$ cat src/design/att_map.svh
// Register map, field positions and reset values of the auto-trigger block.
// Offsets are word indices; the bus byte address is four times the index.
// Included by the top module; definitions only.
`ifndef ATT_MAP_SVH
`define ATT_MAP_SVH

`define ATT_OFS_CTRL_A      8'h7A
`define ATT_OFS_CTRL_B      8'h7B
`define ATT_OFS_PIN_DIS     8'h7E
`define ATT_OFS_IRQ_STAT    8'h80
`define ATT_OFS_IRQ_EN      8'h84
`define ATT_OFS_IRQ_CLR     8'h88
`define ATT_OFS_PIN_IN      8'h8C

`define ATT_AXI_AW          10
`define ATT_IDX_LO          2

`define ATT_BIT_CONV_EN     7
`define ATT_BIT_AUTO_EN     5
`define ATT_BIT_DONE        4
`define ATT_SEL_HI          2
`define ATT_SEL_LO          0

`define ATT_IRQ_START       0
`define ATT_IRQ_DONE        1
`define ATT_IRQ_ABORT       2

`define ATT_RST_CTRL        8'h00
`define ATT_RST_PIN_DIS     8'h00
`define ATT_RST_IRQ         3'h0

`define ATT_RESP_OKAY       2'h0
`define ATT_RESP_SLVERR     2'h2

`endif

$ cat src/design/att_pkg.sv
// Types of the auto-trigger block.
// Assumes att_map.svh is on the include path.
package att_pkg;
   typedef enum logic [2:0] {
      ATT_SRC_FREE = 3'h0,
      ATT_SRC_COMP = 3'h1,
      ATT_SRC_EXT0 = 3'h2,
      ATT_SRC_T0CA = 3'h3,
      ATT_SRC_T0OV = 3'h4,
      ATT_SRC_T1CB = 3'h5,
      ATT_SRC_T1OV = 3'h6,
      ATT_SRC_T1CP = 3'h7
   } att_src_e;

   typedef enum logic [2:0] {
      ATT_W_IDLE = 3'b001,
      ATT_W_RESP = 3'b010,
      ATT_W_SPARE = 3'b100
   } att_wr_e;
endpackage : att_pkg

$ cat src/design/att_auto_trigger.sv
// Auto-trigger source selection and analog pin input disable, AXI4-Lite slave.
// Assumes one clock, synchronous active-high reset, event flags synchronous
// to CORE_CLK, and a converter core that pulses CONV_DONE per conversion.
`timescale 1ns/10ps
`default_nettype none
`include "att_map.svh"

module att_auto_trigger
   import att_pkg::*;
#(
   parameter int NUM_PINS = 8
) (
   input wire logic CORE_CLK,
   input wire logic RST,
   input wire logic [`ATT_AXI_AW-1:0] S_AXI_AWADDR,
   input wire logic S_AXI_AWVALID,
   output logic S_AXI_AWREADY,
   input wire logic [31:0] S_AXI_WDATA,
   input wire logic [3:0] S_AXI_WSTRB,
   input wire logic S_AXI_WVALID,
   output logic S_AXI_WREADY,
   output logic [1:0] S_AXI_BRESP,
   output logic S_AXI_BVALID,
   input wire logic S_AXI_BREADY,
   input wire logic [`ATT_AXI_AW-1:0] S_AXI_ARADDR,
   input wire logic S_AXI_ARVALID,
   output logic S_AXI_ARREADY,
   output logic [31:0] S_AXI_RDATA,
   output logic [1:0] S_AXI_RRESP,
   output logic S_AXI_RVALID,
   input wire logic S_AXI_RREADY,
   input wire logic [7:1] EVENT_FLAGS,
   input wire logic CONV_DONE,
   input wire logic CONV_BUSY,
   output logic CONV_START,
   output logic CONV_ENABLE,
   input wire logic [NUM_PINS-1:0] PIN_RAW,
   output logic [NUM_PINS-1:0] PIN_BUF_DISABLE,
   output logic IRQ
);

   // ------------------------------------------------------------
   // Registers
   // ------------------------------------------------------------
   logic conv_en_ff;
   logic auto_en_ff;
   logic done_ff;
   logic [2:0] sel_ff;
   logic [NUM_PINS-1:0] pin_dis_ff;
   logic [2:0] irq_stat_ff;
   logic [2:0] irq_en_ff;
   logic trig_prev_ff;
   logic start_ff;
   logic [NUM_PINS-1:0] pin_in_ff;
   att_wr_e wr_st_ff;
   logic [31:0] rdata_ff;
   logic [1:0] rresp_ff;
   logic rvalid_ff;
   logic [1:0] bresp_ff;

   // ------------------------------------------------------------
   // Write channel: both address and data taken together
   // ------------------------------------------------------------
   logic wr_go;
   logic [7:0] waddr;
   logic wr_hit;
   // Byte lanes below the word index are ignored
   assign waddr = S_AXI_AWADDR[`ATT_AXI_AW-1:`ATT_IDX_LO];
   // Slave waits for both so the two may arrive in either order
   assign wr_go = (wr_st_ff == ATT_W_IDLE) && S_AXI_AWVALID && S_AXI_WVALID;
   assign S_AXI_AWREADY = wr_go;
   assign S_AXI_WREADY = wr_go;
   assign S_AXI_BVALID = (wr_st_ff == ATT_W_RESP);
   assign S_AXI_BRESP = bresp_ff;
   assign wr_hit = (waddr == `ATT_OFS_CTRL_A) || (waddr == `ATT_OFS_CTRL_B) ||
                   (waddr == `ATT_OFS_PIN_DIS) || (waddr == `ATT_OFS_IRQ_EN) ||
                   (waddr == `ATT_OFS_IRQ_CLR) || (waddr == `ATT_OFS_IRQ_STAT) ||
                   (waddr == `ATT_OFS_PIN_IN);

   always_ff @(posedge CORE_CLK) begin
      if (RST) begin
         wr_st_ff <= ATT_W_IDLE;
         bresp_ff <= `ATT_RESP_OKAY;
      end else begin
         case (wr_st_ff)
            ATT_W_IDLE: begin
               if (wr_go) begin
                  wr_st_ff <= ATT_W_RESP;
                  bresp_ff <= wr_hit ? `ATT_RESP_OKAY : `ATT_RESP_SLVERR;
               end
            end
            ATT_W_RESP: begin
               if (S_AXI_BREADY) begin
                  wr_st_ff <= ATT_W_IDLE;
               end
            end
            default: begin
               wr_st_ff <= ATT_W_IDLE;
            end
         endcase
      end
   end

   logic wr_b0;
   assign wr_b0 = wr_go && S_AXI_WSTRB[0];

   // ------------------------------------------------------------
   // Control registers
   // ------------------------------------------------------------
   logic conv_abort;
   assign conv_abort = conv_en_ff && CONV_BUSY && wr_b0 && (waddr == `ATT_OFS_CTRL_A) &&
                       !S_AXI_WDATA[`ATT_BIT_CONV_EN];

   always_ff @(posedge CORE_CLK) begin
      if (RST) begin
         conv_en_ff <= 1'b0;
         auto_en_ff <= 1'b0;
      end else if (wr_b0 && waddr == `ATT_OFS_CTRL_A) begin
         conv_en_ff <= S_AXI_WDATA[`ATT_BIT_CONV_EN];
         auto_en_ff <= S_AXI_WDATA[`ATT_BIT_AUTO_EN];
      end
   end

   always_ff @(posedge CORE_CLK) begin
      if (RST) begin
         sel_ff <= 3'h0;
      end else if (wr_b0 && waddr == `ATT_OFS_CTRL_B) begin
         sel_ff <= S_AXI_WDATA[`ATT_SEL_HI:`ATT_SEL_LO];
      end
   end

   // Completion sets, write-one clears, set wins
   always_ff @(posedge CORE_CLK) begin
      if (RST) begin
         done_ff <= 1'b0;
      end else if (CONV_DONE) begin
         done_ff <= 1'b1;
      end else if (wr_b0 && waddr == `ATT_OFS_CTRL_A && S_AXI_WDATA[`ATT_BIT_DONE]) begin
         done_ff <= 1'b0;
      end
   end

   always_ff @(posedge CORE_CLK) begin
      if (RST) begin
         pin_dis_ff <= NUM_PINS'(`ATT_RST_PIN_DIS);
      end else if (wr_b0 && waddr == `ATT_OFS_PIN_DIS) begin
         pin_dis_ff <= S_AXI_WDATA[NUM_PINS-1:0];
      end
   end

   // ------------------------------------------------------------
   // Trigger selection and edge detection
   // ------------------------------------------------------------
   logic trig_sig;
   logic trig_edge;
   // Source decode; free running owns no event flag
   always_comb begin
      case (att_src_e'(sel_ff))
         ATT_SRC_FREE: trig_sig = 1'b0;
         default: trig_sig = EVENT_FLAGS[sel_ff];
      endcase
   end

   // Compare with the previous cycle's selected level
   always_ff @(posedge CORE_CLK) begin
      if (RST) begin
         trig_prev_ff <= 1'b0;
      end else begin
         trig_prev_ff <= trig_sig;
      end
   end

   // Selector change alters trig_sig, seen as an edge here
   // Free running forces trig_sig low, so switching to it cannot rise
   assign trig_edge = trig_sig && !trig_prev_ff;

   // Start on rising edge; only when enabled
   always_ff @(posedge CORE_CLK) begin
      if (RST) begin
         start_ff <= 1'b0;
      end else begin
         start_ff <= conv_en_ff && auto_en_ff && trig_edge;
      end
   end
   assign CONV_START = start_ff;
   assign CONV_ENABLE = conv_en_ff;

   // ------------------------------------------------------------
   // Pin input path
   // ------------------------------------------------------------
   // Buffer disable per pin
   assign PIN_BUF_DISABLE = pin_dis_ff;

   always_ff @(posedge CORE_CLK) begin
      if (RST) begin
         pin_in_ff <= '0;
      end else begin
         pin_in_ff <= PIN_RAW & ~pin_dis_ff;
      end
   end

   // ------------------------------------------------------------
   // Interrupts: sticky status, enable, write-one clear
   // ------------------------------------------------------------
   logic [2:0] irq_set;
   logic [2:0] irq_clr;
   assign irq_set = {conv_abort, CONV_DONE, start_ff};
   assign irq_clr = (wr_b0 && waddr == `ATT_OFS_IRQ_CLR) ? S_AXI_WDATA[2:0] : 3'h0;

   always_ff @(posedge CORE_CLK) begin
      if (RST) begin
         irq_stat_ff <= `ATT_RST_IRQ;
      end else begin
         // Set wins over a same-cycle clear
         irq_stat_ff <= (irq_stat_ff & ~irq_clr) | irq_set;
      end
   end

   always_ff @(posedge CORE_CLK) begin
      if (RST) begin
         irq_en_ff <= `ATT_RST_IRQ;
      end else if (wr_b0 && waddr == `ATT_OFS_IRQ_EN) begin
         irq_en_ff <= S_AXI_WDATA[2:0];
      end
   end
   assign IRQ = |(irq_stat_ff & irq_en_ff);

   // ------------------------------------------------------------
   // Read channel
   // ------------------------------------------------------------
   logic [31:0] rd_mux;
   logic rd_hit;
   logic [7:0] raddr;
   assign raddr = S_AXI_ARADDR[`ATT_AXI_AW-1:`ATT_IDX_LO];
   always_comb begin
      rd_mux = 32'h0000_0000;
      rd_hit = 1'b1;
      case (raddr)
         `ATT_OFS_CTRL_A: begin
            rd_mux[`ATT_BIT_CONV_EN] = conv_en_ff;
            rd_mux[`ATT_BIT_AUTO_EN] = auto_en_ff;
            rd_mux[`ATT_BIT_DONE] = done_ff;
         end
         `ATT_OFS_CTRL_B: rd_mux[`ATT_SEL_HI:`ATT_SEL_LO] = sel_ff;
         `ATT_OFS_PIN_DIS: rd_mux[NUM_PINS-1:0] = pin_dis_ff;
         `ATT_OFS_IRQ_STAT: rd_mux[2:0] = irq_stat_ff;
         `ATT_OFS_IRQ_EN: rd_mux[2:0] = irq_en_ff;
         `ATT_OFS_IRQ_CLR: rd_mux = 32'h0000_0000;
         `ATT_OFS_PIN_IN: rd_mux[NUM_PINS-1:0] = pin_in_ff;
         default: rd_hit = 1'b0;
      endcase
   end

   assign S_AXI_ARREADY = !rvalid_ff;
   always_ff @(posedge CORE_CLK) begin
      if (RST) begin
         rvalid_ff <= 1'b0;
         rdata_ff <= 32'h0000_0000;
         rresp_ff <= `ATT_RESP_OKAY;
      end else if (!rvalid_ff && S_AXI_ARVALID) begin
         rvalid_ff <= 1'b1;
         rdata_ff <= rd_mux;
         rresp_ff <= rd_hit ? `ATT_RESP_OKAY : `ATT_RESP_SLVERR;
      end else if (rvalid_ff && S_AXI_RREADY) begin
         rvalid_ff <= 1'b0;
      end
   end
   assign S_AXI_RVALID = rvalid_ff;
   assign S_AXI_RDATA = rdata_ff;
   assign S_AXI_RRESP = rresp_ff;

   // ------------------------------------------------------------
   // Assertions
   // ------------------------------------------------------------
   start_needs_auto_a: assert property (@(posedge CORE_CLK) disable iff (RST)
      CONV_START |-> $past(auto_en_ff))
      else $error("start without auto-trigger enable");

   edge_starts_a: assert property (@(posedge CORE_CLK) disable iff (RST)
      (conv_en_ff && auto_en_ff && trig_sig && !trig_prev_ff) |=> CONV_START)
      else $error("rising edge did not start conversion");

   switch_edge_a: assert property (@(posedge CORE_CLK) disable iff (RST)
      ($changed(sel_ff) && !$past(trig_sig) && trig_sig && conv_en_ff && auto_en_ff) |=> CONV_START)
      else $error("source switch edge missed");

   start_needs_en_a: assert property (@(posedge CORE_CLK) disable iff (RST)
      CONV_START |-> $past(conv_en_ff))
      else $error("start while converter disabled");

   free_no_start_a: assert property (@(posedge CORE_CLK) disable iff (RST)
      (sel_ff == 3'h0) |=> !CONV_START)
      else $error("free running created a trigger");

   pin_buf_off_a: assert property (@(posedge CORE_CLK) disable iff (RST)
      (wr_b0 && waddr == `ATT_OFS_PIN_DIS) |=> (PIN_BUF_DISABLE == $past(S_AXI_WDATA[NUM_PINS-1:0])))
      else $error("pin disable write not applied");

   pin_read_zero_a: assert property (@(posedge CORE_CLK) disable iff (RST)
      ##1 ((pin_in_ff & $past(pin_dis_ff)) == '0))
      else $error("disabled pin read nonzero");

   done_set_a: assert property (@(posedge CORE_CLK) disable iff (RST)
      CONV_DONE |=> done_ff)
      else $error("done flag not set");

   one_start_a: assert property (@(posedge CORE_CLK) disable iff (RST)
      CONV_START |=> !CONV_START)
      else $error("one edge gave two starts");

   abort_off_a: assert property (@(posedge CORE_CLK) disable iff (RST)
      conv_abort |=> !CONV_ENABLE)
      else $error("converter not switched off");

endmodule : att_auto_trigger
`default_nettype wire

$ cat config.mk
export PLATFORM = sky130hd
export DESIGN_NAME = att_auto_trigger
export DESIGN_NICKNAME = d
export VERILOG_FILES = /design/src/design/att_pkg.sv /design/src/design/att_auto_trigger.sv
export VERILOG_INCLUDE_DIRS = /design/src /design/src/design
export SDC_FILE = /design/constraint.sdc
export NUM_CORES = 1
export LEC_CHECK = 0
export BUFFER_PORTS_ARGS = -buffer_cell sky130_fd_sc_hd__buf_2
export CORE_UTILIZATION = 40
export CTS_CLUSTER_DIAMETER = 40
export CTS_CLUSTER_SIZE = 8
export DETAILED_ROUTE_END_ITERATION = 8
export HOLD_SLACK_MARGIN = 0.15
export PLACE_DENSITY = 0.84
export REMOVE_ABC_BUFFERS = 1
export SYNTH_ARGS = -nofsm -noshare
export SYNTH_HDL_FRONTEND = slang
export SYNTH_SLANG_ARGS = --single-unit
$ cat constraint.sdc
create_clock -name CORE_CLK -period 1.8 [get_ports CORE_CLK]
set_input_delay 0.09 -clock CORE_CLK [delete_from_list [all_inputs] [get_ports CORE_CLK]]
set_output_delay 0.09 -clock CORE_CLK [all_outputs]
set_load 0.005 [all_outputs]
==> metrics.md, run 1 <==
| Metric | Value |
|---|---|
| Final setup violation count | `0` |
| Complex-gate fraction of the synthesized area | `12.7%` |
| Largest net degree at the start of global routing | `38` |
| WS Path Type | `reg2reg` |
| Gpl congestion | `0.869` |
| CTS tree | `built` |
| Synth Area in Simple Gates | `23.2%` |
| Cell variety after synth | `42` |
| Filler cells | `479` |
| Post-DRT Antenna Nets | `0` |
| Leakage | `1.32 nW` |
| Clock-pin slew on the worst setup and hold paths | `0.08 ns` |
| Cell Area, Synth | `0.00213 mm²` |
| Violation count after the first detailed-route iteration | `85` |
| Fin. max-slew vios | `0` |
| Die X | `74.9 µm` |
| Worst-path fanout max | `8` |
| Vias | `1925` |
| Clk sink count | `43` |
| Crit start category | `flip-flop` |
| Worst slew margin | `61.5%` |
| Slew @ Worst Pin | `0.572 ns` |
| Std-Cell Rows | `26` |
| Clock H-tree levels | `2` |
| Hold Vio Cnt, Final | `0` |
| Die area | `0.00561 mm²` |
| Vias in the first global route | `1696` |
| Post-CTS sizing | `0` |
| Area contributors post-synth | `dfxtp_1 40%, mux2i_1 10%, buf_4 9.5%, nor2_1 4.4%, a22o_1 3.3%` |
| Root buffer cell | `clkbuf_8` |
| Outcome | `finished clean` |
| DRC viols | `0` |
| Crit path time final | `1.59 ns` |
| Post-Syn Area per Cell | `9.45 µm²` |
| Total grt overflow | `0` |
| Count of mapped cells out of synthesis | `225` |
| Main flop type after synthesis | `dfxtp_1` |
| Number of synthesized flops with an enable pin | `0` |
| Hold Path Class | `in2reg` |
| Post-route insts no fill | `396` |
| First-pass GRT wire length | `7.67 mm` |
| PwrDens | `705 mW/mm²` |
| Diode count | `0` |
| Clock latency on the worst-skew pair | `0.30 ns` |
| Area leader, netlist | `dfxtp_1` |
| Starting Density | `41.6%` |
| Area grow syn2layout | `33.1%` |
| Die Y | `74.9 µm` |
| Ports | `132` |
| Area of the core | `0.00511 mm²` |
| Max clock buf depth | `2` |
| Antenna violations before repair | `0` |
| Setup Skew | `0.00655 ns` |
| Share of the synthesized area in the top cell type | `40.5%` |
| Max rail drop VDD | `0.371 mV` |
| RSZ-0062 raised after global routing | `no` |
| Fin crit share | `88.1%` |
| Num CTS Buffers | `5` |
| Combinational family with the most area after synthesis | `simple AND/OR/NAND/NOR gates` |
| WL final | `5.01 mm` |
| Setup TNS | `0 ns` |
| Register bit count reported by yosys | `43` |
| CP Capture Type | `flip-flop` |
| Detailed placement HPWL | `3.69 mm` |
| Placed cell count | `367` |
| Max-Cap Viols | `0` |
| Xor/xnor share of the synthesized area | `0%` |
| Post-CTS Setup Bufs | `0` |
| YS warnings | `0` |
| 1st-pass router iterations | `6` |
| CP arrival | `1.76 ns` |
| Worst EP required | `1.97 ns` |
| Drt via density | `4.86` |
| Register area share after synthesis | `40.5%` |
| Asr flop ratio synth | `0%` |
| Post-layout net count | `405` |
| Wire length per cell | `12.6 µm` |
| Synth Area in Adders | `0%` |
| Max Clk Rate | `631 MHz` |
| Buffers on Ports | `74` |
| Hold buffers post-CTS | `21` |
| Share of layout cells above drive strength 1 | `29.8%` |
| All-Layer GR Usage | `18.4%` |
| Post-synthesis mux area share | `11.4%` |
## per-layer routing
layer	GRT usage (%)	wire length [µm]
met1	22.0	2180
met2	31.7	2480
met3	5.35	292
met4	6.08	53
met5	0	0
## area by class of cell
cell class                 instances  area [µm²]  share of cell area, %
inverter                           7        26.3                  0.928
multi-input combinational        166        1100                   39.0
timing repair buffer             102         633                   22.4
sequential                        43         861                   30.4
clock inverter                     2        35.0                   1.24
tap                               70        87.6                   3.09
clock buffer                       6        82.6                   2.92
## registers in the layout, indices dropped and copies added, names as in the netlist
register / cells
irq_en_ff: 3
sel_ff: 3
S_AXI_RDATA: 8
PIN_BUF_DISABLE: 8
auto_en_ff: 1
CONV_START: 1
irq_stat_ff: 3
S_AXI_RVALID: 1
S_AXI_RRESP: 1
done_ff: 1
wr_st_ff: 2
CONV_ENABLE: 1
S_AXI_BRESP: 1
pin_in_ff: 8
trig_prev_ff: 1
## cells in the mapped netlist (3+ instances only)
| library cell | number |
|---|---|
| inv_1 | 7 |
| nand4_1 | 3 |
| a221o_1 | 3 |
| clkbuf_1 | 6 |
| nor4_1 | 4 |
| nand3_1 | 5 |
| dfxtp_1 | 43 |
| o21ai_0 | 3 |
| nand2_1 | 10 |
| a22o_1 | 8 |
| a221oi_1 | 3 |
| nor2_1 | 25 |
| and2_1 | 4 |
| nor3_1 | 3 |
| nor3b_1 | 9 |
| buf_4 | 27 |
| nor2b_1 | 6 |
| mux2i_1 | 22 |
| a21oi_1 | 4 |
| o21ba_2 | 3 |
## cell usage in the layout, fill, tap and decap left out, types with 2 or more instances in the layout
master,count
nand4_1,3
nand2_1,10
nor2_1,25
dlygate4sd3_1,21
a21oi_1,4
nor2b_1,6
buf_4,7
nand2b_1,2
nand4b_1,2
nor3_1,3
o21ba_2,3
nand3_1,5
inv_1,7
buf_2,74
mux2i_1,22
nor3b_1,9
a22o_1,8
a221o_1,3
clkbuf_8,6
a221oi_1,3
o21ai_0,3
nor4_1,4
and3b_1,2
conb_1,26
a32o_1,2
and2_1,4
dfxtp_1,43
a41oi_1,2
## logic make-up after synthesis
kind of cell,after synthesis
AOI/OAI and AO/OA,33
buffers and inverters,41
DFF,43
muxes,23
other,1
and+or+nand+nor,84
## stage by stage
stage | total power, W | util [%] | area [µm²] | hold slack (ns) | setup slack, ns
2_1_floorplan | 0.00109 | - | 1990 | 0.159 | 0.228
3_3_place_gp | 0.00121 | 49.0 | 2500 | 0.276 | 0.278
3_5_place_dp | 0.00121 | 49.0 | 2500 | 0.279 | 0.225
4_1_cts | 0.00201 | 55.4 | 2830 | 0.192 | 0.202
5_1_grt | 0.00209 | 55.4 | 2830 | 0.220 | 0.109
6_report | 0.00200 | 55.4 | 2830 | 0.202 | 0.214
## worst max-delay path, cell delays in order (launching register included)
cell and delay, ns:
dfxtp_1 0.31, nand4b_2 0.30, nor4_4 0.31, buf_4 0.25
mux2i_1 0.23, nor2_1 0.06
## worst paths after layout
path	start	end	slack [ns]	cells past startpoint
max	wr_st_ff[1]	PIN_BUF_DISABLE[5]	0.21	5
min	S_AXI_ARVALID	S_AXI_RRESP[1]	0.20	4
max reg2reg	wr_st_ff[1]	PIN_BUF_DISABLE[5]	0.21	5
min reg2reg	trig_prev_ff	CONV_START	0.39	1
## power breakdown
group | switching [W] | internal [W]
registers | 0.0000107 | 0.000975
logic | 0.000117 | 0.000122
clock network | 0.000322 | 0.000449
(Power assumes the default switching activity.)
==> run 2: changes to the inputs <==
--- a/config.mk
+++ b/config.mk
@@ -6,7 +6,7 @@
 export SDC_FILE = /design/constraint.sdc
 export NUM_CORES = 1
 export LEC_CHECK = 0
-export BUFFER_PORTS_ARGS = -buffer_cell sky130_fd_sc_hd__buf_2
+export BUFFER_PORTS_ARGS = -buffer_cell sky130_fd_sc_hd__buf_4
 export CORE_UTILIZATION = 40
 export CTS_CLUSTER_DIAMETER = 40
 export CTS_CLUSTER_SIZE = 8
==> metrics.md, run 2 (synthesis gave the netlist of run 1 again) <==
| Metric | Value |
|---|---|
| Bufs and invs on worst path | `1 (unchanged)` |
| Post-DRT Antenna Nets | `0 (unchanged)` |
| Met2 wire length | `2.50 mm (+0.77%)` |
| Worst reg2reg endpoint | `PIN_BUF_DISABLE[7]` |
| Family with the most delay on the worst path | `simple AND/OR/NAND/NOR gates` |
| Area grow syn2layout | `40.9%` |
| Starting Density | `41.6% (unchanged)` |
| Total grt overflow | `0 (unchanged)` |
| Outcome | `finished clean` |
| Hold Path Class | `in2reg` |
| Post-CTS sizing | `0 (unchanged)` |
| Diode count | `0 (unchanged)` |
| WL final | `5.07 mm (+1.2%)` |
| Clk sink count | `43 (unchanged)` |
| Setup Skew | `0.00482 ns (-0.00173 ns)` |
| DRC viols | `0 (unchanged)` |
| Clock-pin slew on the worst setup and hold paths | `0.08 ns (about the same)` |
| Buffers on Ports | `74 (unchanged)` |
| Max Clk Rate | `632 MHz (+0.18%)` |
| Comb power frac | `14.4% (+2.4 points)` |
| Fin. max-slew vios | `0 (unchanged)` |
| Wire length on met1 | `2.14 mm (-2.0%)` |
| Worst slew margin | `57.6% (-4.0 points)` |
| Hold Vio Cnt, Final | `0 (unchanged)` |
| Critical Path End | `PIN_BUF_DISABLE[7]` |
| Die Y | `74.9 µm (unchanged)` |
| Placed cell count | `367 (unchanged)` |
| Most common cell after layout, fill and taps aside | `buf_4` |
| Violation count after the first detailed-route iteration | `65 (-24%)` |
| Crit start category | `flip-flop` |
| Switching portion of total power | `23.0% (+0.47 points)` |
| Antenna violations before repair | `0 (unchanged)` |
| Worst setup path start | `wr_st_ff[1]` |
| Setup TNS | `0 ns (unchanged)` |
| WL met3 | `369 µm (+26%)` |
| Commonest cells after routing, fill and taps aside | `81 x buf_4, 43 x dfxtp_1, 26 x conb_1, 25 x nor2_1, 22 x mux2i_1` |
| Post-route insts no fill | `396 (unchanged)` |
| Worst EP required | `1.97 ns (about the same)` |
| Clock H-tree levels | `2 (unchanged)` |
| Num CTS Buffers | `5 (unchanged)` |
| Top Layer Used | `met4` |
| All-Layer GR Usage | `19.4% (+0.97 points)` |
| CP Capture Type | `flip-flop` |
| Filler cells | `462 (-3.5%)` |
| Max clock buf depth | `2 (unchanged)` |
| Max-Cap Viols | `0 (unchanged)` |
| Clock latency on the worst-skew pair | `0.29 ns (about the same)` |
| Std-Cell Rows | `26 (unchanged)` |
| Worst r2r src | `wr_st_ff[1]` |
| Drt via density | `4.87 (+0.10%)` |
| Die area | `0.00561 mm² (unchanged)` |
| PwrDens | `643 mW/mm² (-8.8%)` |
| Slew @ Worst Pin | `0.631 ns (+0.0589 ns)` |
| Detailed placement HPWL | `3.77 mm (+2.1%)` |
| Clock share of power | `34.4% (-4.2 points)` |
| Root buffer cell | `clkbuf_8` |
| RSZ-0062 raised after global routing | `no` |
| First-pass GRT wire length | `8.11 mm (+5.9%)` |
| Multi-input logic area | `0.00110 mm² (unchanged)` |
| Worst-path fanout max | `8 (unchanged)` |
| Vias in the first global route | `1767 (+4.2%)` |
| Largest net degree at the start of global routing | `38 (unchanged)` |
| Internal power | `0.00148 W (-4.0%)` |
| Max rail drop VDD | `0.410 mV (+10%)` |
| CP arrival | `1.75 ns (about the same)` |
| WS Path Type | `reg2reg` |
| Max incr delay on CP | `0.33 ns (+0.02 ns)` |
| Wire length per cell | `12.8 µm (+1.2%)` |
| Gpl congestion | `0.852 (-1.9%)` |
| Critical path depth in cells | `5 (unchanged)` |
| Worst r2r path cells | `5 (unchanged)` |
| R2R Setup Slk | `0.22 ns (about the same)` |
| Vias | `1927 (+0.10%)` |
| CTS tree | `built` |
| Slowest-stage cell, CP | `nor4_4` |
| 1st-pass router iterations | `6 (unchanged)` |
| Ports | `132 (unchanged)` |
| Fin crit share | `88.0% (-0.16 points)` |
| Die X | `74.9 µm (unchanged)` |
| Post-layout net count | `405 (unchanged)` |
| Final setup violation count | `0 (unchanged)` |
| Seq pwr share | `51.2% (+1.8 points)` |
| Area of the core | `0.00511 mm² (unchanged)` |
| Crit path time final | `1.58 ns (-0.00287 ns)` |
| Share of layout cells above drive strength 1 | `29.4% (-0.31 points)` |
| Register area | `861 µm² (unchanged)` |
| CP cell instances | `nand4b_2 -> nor4_4 -> buf_4 -> mux2i_1 -> nor2_1` |
| Hold path depth | `4 (unchanged)` |
| Leakage | `1.35 nW (+2.5%)` |
| Sw power | `0.000444 W (-1.4%)` |
==> run 2: timing repair <==
action	4_1_cts	5_1_grt
hold buffers	21	0
setup buffers	0	0
hold endpoints to repair	30	0
==> run 2: area by class of cell <==
| cell class | count | area share (%) |
|---|---|---|
| inverters | 7 | 0.876 |
| multi-input cells | 166 | 36.9 |
| well taps | 70 | 2.92 |
| flip-flops and latches | 43 | 28.7 |
| repair buffers | 102 | 27.3 |
| clock buffers | 8 | 3.34 |
==> run 2: how the worst min path moves through the flow <==
stage	start	to	slack (ns)
2_1_floorplan	RST	S_AXI_BRESP[1]	0.16
6_report	S_AXI_ARVALID	S_AXI_RRESP[1]	0.19
3_5_place_dp	S_AXI_RREADY	S_AXI_RVALID	0.28
4_1_cts	S_AXI_ARVALID	S_AXI_RRESP[1]	0.19
3_3_place_gp	S_AXI_RREADY	S_AXI_RVALID	0.27
5_1_grt	S_AXI_ARADDR[6]	S_AXI_RDATA[3]	0.22
==> run 2: worst reg2reg max path: cells and delay by family (launching register included) <==
family | cells | cell delay [ns]
buf+inv | 1 | 0.25
flops | 1 | 0.31
simple gates | 3 | 0.70
mux | 1 | 0.21
==> run 2: routing by layer <==
metal	GRT usage (%)	vias up
met3	4.15	7
met5	0	-
met1	24.1	879
met2	33.4	88
li1	-	953
met4	6.29	0
==> run 2: metrics by stage <==
stage / worst slack (ns) / utilization, % / hold slack (ns) / power, W / instance area [µm²]
2_1_floorplan: 0.228 / - / 0.159 / 0.00109 / 1990
3_3_place_gp: 0.275 / 52.6 / 0.275 / 0.00124 / 2690
3_5_place_dp: 0.216 / 52.6 / 0.277 / 0.00125 / 2690
4_1_cts: 0.200 / 58.7 / 0.188 / 0.00194 / 3000
5_1_grt: 0.0650 / 58.7 / 0.221 / 0.00202 / 3000
6_report: 0.217 / 58.7 / 0.195 / 0.00193 / 3000
==> run 2: power by group through the flow <==
stage	Combinational [W]	Clock [W]	Sequential, W
detailed placement	0.000239	0	0.00101
floorplan	0.0000846	0	0.00101
global placement	0.000234	0	0.00101
CTS	0.000277	0.000674	0.000987
global route	0.000311	0.000717	0.000990
finish	0.000278	0.000664	0.000986
